===== src/unvs_regs.svh =====
// Constants for the user non-volatile register store.
// Assumes a 50 MHz system clock; included by the package and the modules.
`ifndef UNVS_REGS_SVH
`define UNVS_REGS_SVH
`define UNVS_FIRST_ENTRY 16'h07D0
`define UNVS_ENTRIES_SMALL 5
`define UNVS_ENTRIES_LARGE 50
`define UNVS_DATA_W 32
`define UNVS_NUM_W 16
`define UNVS_CLK_HZ 50000000
`define UNVS_WRITE_MS 20
`define UNVS_WRITE_CYCLES ((`UNVS_CLK_HZ / 1000) * `UNVS_WRITE_MS)
`endif


===== src/unvs_pkg.sv =====
// Types for the user non-volatile register store.
// Assumes unvs_regs.svh is reachable on the include path.
`include "unvs_regs.svh"
package unvs_pkg;
  typedef enum logic [1:0] {
    UNVS_IDLE = 2'b00,
    UNVS_WRITE = 2'b01,
    UNVS_DONE = 2'b10
  } unvs_state_e;
  typedef logic [`UNVS_DATA_W-1:0] unvs_word_t;
endpackage : unvs_pkg


===== src/unvs_range.sv =====
// Entry number selector and range check.
// Assumes inputs come from logic on the same clock.
`timescale 1ns/1ns
`include "unvs_regs.svh"
module unvs_range #(
  parameter int ENTRIES = `UNVS_ENTRIES_SMALL,
  parameter int IW = 6
) (
  // Entry number sources
  input wire logic use_indirect,
  input wire logic [`UNVS_NUM_W-1:0] const_num,
  input wire logic [`UNVS_NUM_W-1:0] reg_num,
  // Result
  output logic valid,
  output logic [IW-1:0] index
);
  logic [`UNVS_NUM_W-1:0] num;
  logic [`UNVS_NUM_W-1:0] off;
  always_comb begin
    num = use_indirect ? reg_num : const_num;
    off = num - `UNVS_FIRST_ENTRY;
    valid = (num >= `UNVS_FIRST_ENTRY) && (off < ENTRIES[`UNVS_NUM_W-1:0]);
    index = off[IW-1:0];
  end
endmodule : unvs_range


===== src/unvs_store.sv =====
// User non-volatile register store with slow, stalling writes.
// Assumes commands come from processor logic on the same clock.
// The bank is written only through the slow sequencer; reads answer in one cycle.
`timescale 1ns/1ns
`include "unvs_regs.svh"
module unvs_store
  import unvs_pkg::*;
#(
  parameter int ENTRIES = `UNVS_ENTRIES_SMALL,
  parameter int WRITE_CYCLES = `UNVS_WRITE_CYCLES
) (
  // Clock and reset
  input wire logic clock,
  input wire logic rst,
  input wire logic clk_en,
  // Command
  input wire logic system_read_command,
  input wire logic system_write_command,
  input wire logic use_indirect,
  input wire logic [`UNVS_NUM_W-1:0] const_num,
  input wire logic [`UNVS_NUM_W-1:0] reg_num,
  input wire logic [`UNVS_DATA_W-1:0] write_data,
  // Answer
  output logic busy,
  output logic done,
  output logic rd_valid,
  output logic [`UNVS_DATA_W-1:0] rd_data,
  output logic rejected
);
  localparam int IW = (ENTRIES > 1) ? $clog2(ENTRIES) : 1;
  localparam int CW = $clog2(WRITE_CYCLES + 1);

  // ----------------------------------------------------------------
  // Storage
  // ----------------------------------------------------------------
  // Held apart from any working register file; no reset, as it models cells.
  unvs_word_t mem [ENTRIES];

  // ----------------------------------------------------------------
  // Entry number check
  // ----------------------------------------------------------------
  // valid is low for any number outside the bank, whichever source gave it.
  logic valid;
  logic [IW-1:0] index;
  unvs_range #(.ENTRIES(ENTRIES), .IW(IW)) u_range (
    .use_indirect(use_indirect),
    .const_num(const_num),
    .reg_num(reg_num),
    .valid(valid),
    .index(index)
  );

  // ----------------------------------------------------------------
  // Sequencer state
  // ----------------------------------------------------------------
  // The sequencer owns the slow write: it latches the entry and the word when
  // a write is taken and keeps the bank busy until the cells are programmed.
  unvs_state_e state;
  unvs_state_e next_state;
  logic [CW-1:0] count;
  logic [CW-1:0] next_count;
  logic [IW-1:0] wr_index;
  logic [IW-1:0] next_wr_index;
  unvs_word_t wr_word;
  unvs_word_t next_wr_word;
  logic mem_we;
  logic timer_zero;

  // ----------------------------------------------------------------
  // Answer state
  // ----------------------------------------------------------------
  logic next_busy;
  logic next_done;
  logic next_rd_valid;
  unvs_word_t next_rd_data;
  logic next_rejected;

  // ----------------------------------------------------------------
  // Command decode
  // ----------------------------------------------------------------
  // Commands are looked at only while idle; one that arrives during a write
  // is dropped rather than queued, so the caller must wait for done.
  logic idle;
  logic take_write;
  logic take_read;

  always_comb begin
    idle = (state == UNVS_IDLE);
    // Write wins when both strobes are high in the same cycle.
    take_write = idle && system_write_command;
    take_read = idle && system_read_command && !system_write_command;
  end

  // ----------------------------------------------------------------
  // Programming timer
  // ----------------------------------------------------------------
  // Loaded when a write is taken and run down while the sequencer waits; it
  // stops with everything else while clk_en is low.
  always_comb begin
    timer_zero = (count == '0);
    next_count = count;
    if (take_write && valid) begin
      next_count = CW'(WRITE_CYCLES - 1);
    end else if ((state == UNVS_WRITE) && !timer_zero) begin
      next_count = count - 1'b1;
    end
  end

  always_ff @(posedge clock or posedge rst) begin
    if (rst) begin
      count <= '0;
    end else if (clk_en) begin
      count <= next_count;
    end
  end

  // ----------------------------------------------------------------
  // Write sequencer
  // ----------------------------------------------------------------
  // The cells are touched only once the full programming time has passed, so a
  // write looks atomic to any later read.
  always_comb begin
    next_state = state;
    next_wr_index = wr_index;
    next_wr_word = wr_word;
    mem_we = 1'b0;
    case (state)
      UNVS_IDLE: begin
        if (take_write && valid) begin
          next_state = UNVS_WRITE;
          next_wr_index = index;
          next_wr_word = write_data;
        end
      end
      UNVS_WRITE: begin
        if (timer_zero) begin
          mem_we = 1'b1;
          next_state = UNVS_DONE;
        end
      end
      default: begin
        next_state = UNVS_IDLE;
      end
    endcase
  end

  always_ff @(posedge clock or posedge rst) begin
    if (rst) begin
      state <= UNVS_IDLE;
      wr_index <= '0;
      wr_word <= '0;
    end else if (clk_en) begin
      state <= next_state;
      wr_index <= next_wr_index;
      wr_word <= next_wr_word;
    end
  end

  // ----------------------------------------------------------------
  // Answer
  // ----------------------------------------------------------------
  // Every output is a register. done, rd_valid and rejected are one-cycle
  // pulses; rd_data holds the last good read until the next one.
  always_comb begin
    next_busy = busy;
    next_done = 1'b0;
    next_rd_valid = 1'b0;
    next_rd_data = rd_data;
    next_rejected = 1'b0;
    case (state)
      UNVS_IDLE: begin
        if (take_write) begin
          if (valid) begin
            next_busy = 1'b1;
          end else begin
            next_rejected = 1'b1;
            next_done = 1'b1;
          end
        end else if (take_read) begin
          if (valid) begin
            next_rd_data = mem[index];
            next_rd_valid = 1'b1;
          end else begin
            next_rejected = 1'b1;
          end
          next_done = 1'b1;
        end
      end
      UNVS_WRITE: begin
        next_busy = 1'b1;
      end
      default: begin
        next_busy = 1'b0;
        next_done = 1'b1;
      end
    endcase
  end

  always_ff @(posedge clock or posedge rst) begin
    if (rst) begin
      busy <= 1'b0;
      done <= 1'b0;
      rd_valid <= 1'b0;
      rd_data <= '0;
      rejected <= 1'b0;
    end else if (clk_en) begin
      busy <= next_busy;
      done <= next_done;
      rd_valid <= next_rd_valid;
      rd_data <= next_rd_data;
      rejected <= next_rejected;
    end
  end

  // ----------------------------------------------------------------
  // Storage write port
  // ----------------------------------------------------------------
  // No reset here: the cells keep their content across a reset, as they
  // would across a power loss.
  always_ff @(posedge clock) begin
    if (clk_en && mem_we) begin
      mem[wr_index] <= wr_word;
    end
  end
endmodule : unvs_store


===== config.mk =====
export PLATFORM = sky130hd
export DESIGN_NAME = unvs_store
export DESIGN_NICKNAME = d
export VERILOG_FILES = /design/src/unvs_pkg.sv /design/src/unvs_range.sv /design/src/unvs_store.sv
export VERILOG_INCLUDE_DIRS = /design/src /design/src/src
export SDC_FILE = /design/constraint.sdc
export NUM_CORES = 1
export LEC_CHECK = 0
export ABC_AREA = 1
export BUFFER_PORTS_ARGS = -buffer_cell sky130_fd_sc_hd__buf_4
export CORE_UTILIZATION = 53
export CTS_CLUSTER_DIAMETER = 100
export DETAILED_ROUTE_END_ITERATION = 12
export PLACE_DENSITY = 0.76
export SLEW_MARGIN = 5
export SYNTH_ARGS = -nofsm -noshare
export SYNTH_HDL_FRONTEND = slang
export SYNTH_SLANG_ARGS = --single-unit

===== constraint.sdc =====
create_clock -name clock -period 5.15 [get_ports clock]
set_clock_uncertainty 0.2 [all_clocks]
set_input_delay 1.03 -clock clock [delete_from_list [all_inputs] [get_ports clock]]
set_output_delay 1.03 -clock clock [all_outputs]
set_load 0.01 [all_outputs]

==> metrics.txt <==
GRT Max-Usage Layer=met2; die width=141 um; Clock Sinks=253; Worst Setup End Kind=flop; Num CTS Buffers=25; critical path class=flop to flop; r2r setup slk=1.72 ns; final wirelength=22300 um; Synth cell types=29; clk buf depth=3; WL/cell=17.4 um; Syn Nets=997; final setup fails=0; Gate Count Post-Synth=926; clk slew on worst S/H paths=0.06 ns; first-pass GRT wire length=35200 um; Iteration-0 DRC Markers=578; Seq/Total Area, Yosys=0.700; total power=4.56 mW; final hold slack=0.281 ns; Yosys reg bits=253; Core Region=18800 sq um; layout cell share with drive strength beyond 1=0.180; WP data arrival=3.39 ns; P_leak=5.50 nW; Root Driver=clkbuf_16; Die Y=141 um; Crit. Startpoint=count[0]; Post-synth EDFFs=160; reg-to-reg endpoint=mem[4][4]; Sw Pwr=1.03 mW; vias per cell=5.50; worst vdd ir=0.296 mV; vias in the first global route=6812; buffer count from post-CTS setup fixing=0; synth warn=0; post-synth top area share=0.471; met1 track demand over resource=0.299; Clk Latency, worst-skew pair=0.52 ns; Least-Margin Pin Slew=0.893 ns; CTS tree=done; total track usage=0.229; synth top area cells=edfxtp_1 (47%), dfrtp_1 (23%), nand2_1 (8.6%); Remaining Overflow, GRT=0; min Tclk post-route=3.43 ns; status=completed; PD cells=377 nW/um^2; Area growth, synth to finish=18.8%; CP required=5.11 ns; internal power=3.54 mW; fmax=292 MHz; PostCTS Resize Cnt=0; Final GP Congestion=0.847; Residual DRC=0; Worst Hold Class=flop to flop; Post-DP HPWL=12600 um; Initial Util=0.543; worst setup path end=mem[4][4]; syn avg cell area=11.0 sq um; largest net degree at the start of global routing=66; initial antenna violation count=0; crit start category=flop; # Max-Cap Violations=0; clock power share=0.429; Post-synth ARST share=0.368; Seq pwr share=0.485; Global Route met3 Usage=0.0442; Synth area leader=edfxtp_1; Final Max Tran Viols=0; crit share post-route=0.666; predominant post-synthesis flop cell=edfxtp_1; die area=19800 sq um; FP Rows=50; drt first pass iters=5; Logic pwr share=0.086; r2r worst-path depth=11; worst-case headroom to the max-slew limit=0.404; via count=7042; Global Route met2 Usage=0.388; post-route worst setup slack=1.72 ns; hold buffer count at cts=0; CTS HTree Levels=1; Place WS=1.54 ns; TNS Setup=0 ns; Reg-to-Reg Start=count[0]; Hold Violations, Final=0; switching share of power=0.225; critical-path maximum fanout=23; Post-DRT Antenna Nets=0; Port Buffer Count=105; Boundary Pins=106; Layout Nets=1099; Syn Std Cell Area=10200 sq um; RSZ-0062 raised after global routing=false; # diodes=0
cell families after synthesis:
| kind of cell | share of synthesized area |
|---|---|
| compound gates | 0.104 |
| fa+ha+maj | 0.00123 |
| buf+inv | 0.0398 |
| flops | 0.700 |
| simple gates | 0.155 |
per-layer routing:
metal	part of all wire	routed length, um
met1	0.41	9190
met2	0.49	10900
met3	0.074	1660
met4	0.022	493
met5	0	0
metrics by stage:
| stage | instance area, sq um | utilization | cells |
|---|---|---|---|
| 6_report | 12100 | 0.645 | 1280 |
| 5_1_grt | 12100 | 0.645 | 1280 |
| 4_1_cts | 12100 | 0.645 | 1280 |
| 3_5_place_dp | 11200 | 0.598 | 1235 |
| 3_3_place_gp | 11200 | 0.598 | 1235 |
| 2_1_floorplan | 10200 | - | 926 |
power by group through the flow:
stage	combinational [mW]	sequential [mW]	clock [mW]
final	0.393	2.21	1.96
after CTS	0.396	2.21	1.97
after global routing	0.445	2.22	2.05
after floorplan	0.257	2.25	0
after detailed placement	0.393	2.25	0
after global placement	0.381	2.25	0
cell usage in the layout, fill, tap and decap left out, types with 2 or more instances in the layout:
| master | instances |
|---|---|
| clkbuf_16 | 25 |
| o21ai_2 | 10 |
| clkinvlp_4 | 4 |
| nor4_2 | 2 |
| nand3b_1 | 3 |
| nand2_1 | 233 |
| o21ai_0 | 108 |
| inv_2 | 4 |
| o21ai_1 | 22 |
| or2_2 | 2 |
| clkbuf_1 | 4 |
| clkinv_2 | 3 |
| dfrtp_1 | 93 |
| buf_4 | 122 |
| nand2_2 | 2 |
| a21oi_1 | 3 |
| edfxtp_1 | 160 |
| bufinv_16 | 6 |
| inv_1 | 42 |
| nand3_1 | 20 |
| nor3_2 | 2 |
| o221ai_1 | 32 |
| nor2_1 | 120 |
| nor3_1 | 3 |
| nand4_1 | 8 |
cells in the mapped netlist, types with 2 or more instances:
cell type	n
nor2_1	121
buf_2	15
dfrtp_1	93
or2_2	2
inv_1	44
nand4_1	8
o21ai_2	10
o21ai_1	23
buf_6	4
nand2_1	234
clkbuf_1	25
nor4_1	3
edfxtp_1	160
inv_2	3
nand3_1	20
buf_1	2
o21ai_0	108
nor3_1	5
nand3b_1	3
o221ai_1	32
a21oi_1	3
final cells by class:
| cell class | instances | area (sq um) |
|---|---|---|
| Tap cell | 234 | 293 |
| Sequential cell | 253 | 7130 |
| Fill cell | 1432 | 6660 |
| Clock buffer | 30 | 654 |
| Clock inverter | 15 | 238 |
| Multi-Input combinational cell | 579 | 2700 |
| Inverter | 47 | 179 |
| Timing Repair Buffer | 122 | 916 |
worst max-delay path: stages (launching register included):
cell and delay [ns]:
dfrtp_1 0.42, inv_1 0.14, ha_1 0.20, nand3_1 0.17, nor2_1 0.24, nand2_1 0.13
nor2_1 0.20, nand2_1 0.12, nor2_1 0.17, nand4_1 0.25, nor2_4 0.36, buf_4 0.45
sequential cells by signal, summed over array words and instances (netlist names):
| register | cells |
|---|---|
| wr_index | 3 |
| count | 20 |
| state | 2 |
| rd_data | 32 |
| busy | 1 |
| rd_valid | 1 |
| wr_word | 32 |
| rejected | 1 |
| mem | 160 |
| done | 1 |
worst min path at each step:
stage | start | end | slack, ns | cells past startpoint
after floorplan | wr_index[0] | wr_index[0] | 0.25 | 2
after global placement | rd_data[5] | rd_data[5] | 0.27 | 2
after detailed placement | rd_data[5] | rd_data[5] | 0.27 | 2
after CTS | rd_data[2] | rd_data[2] | 0.29 | 2
after global routing | rd_data[7] | rd_data[7] | 0.30 | 2
final | rd_data[2] | rd_data[2] | 0.28 | 2
(Power assumes the default switching activity.)
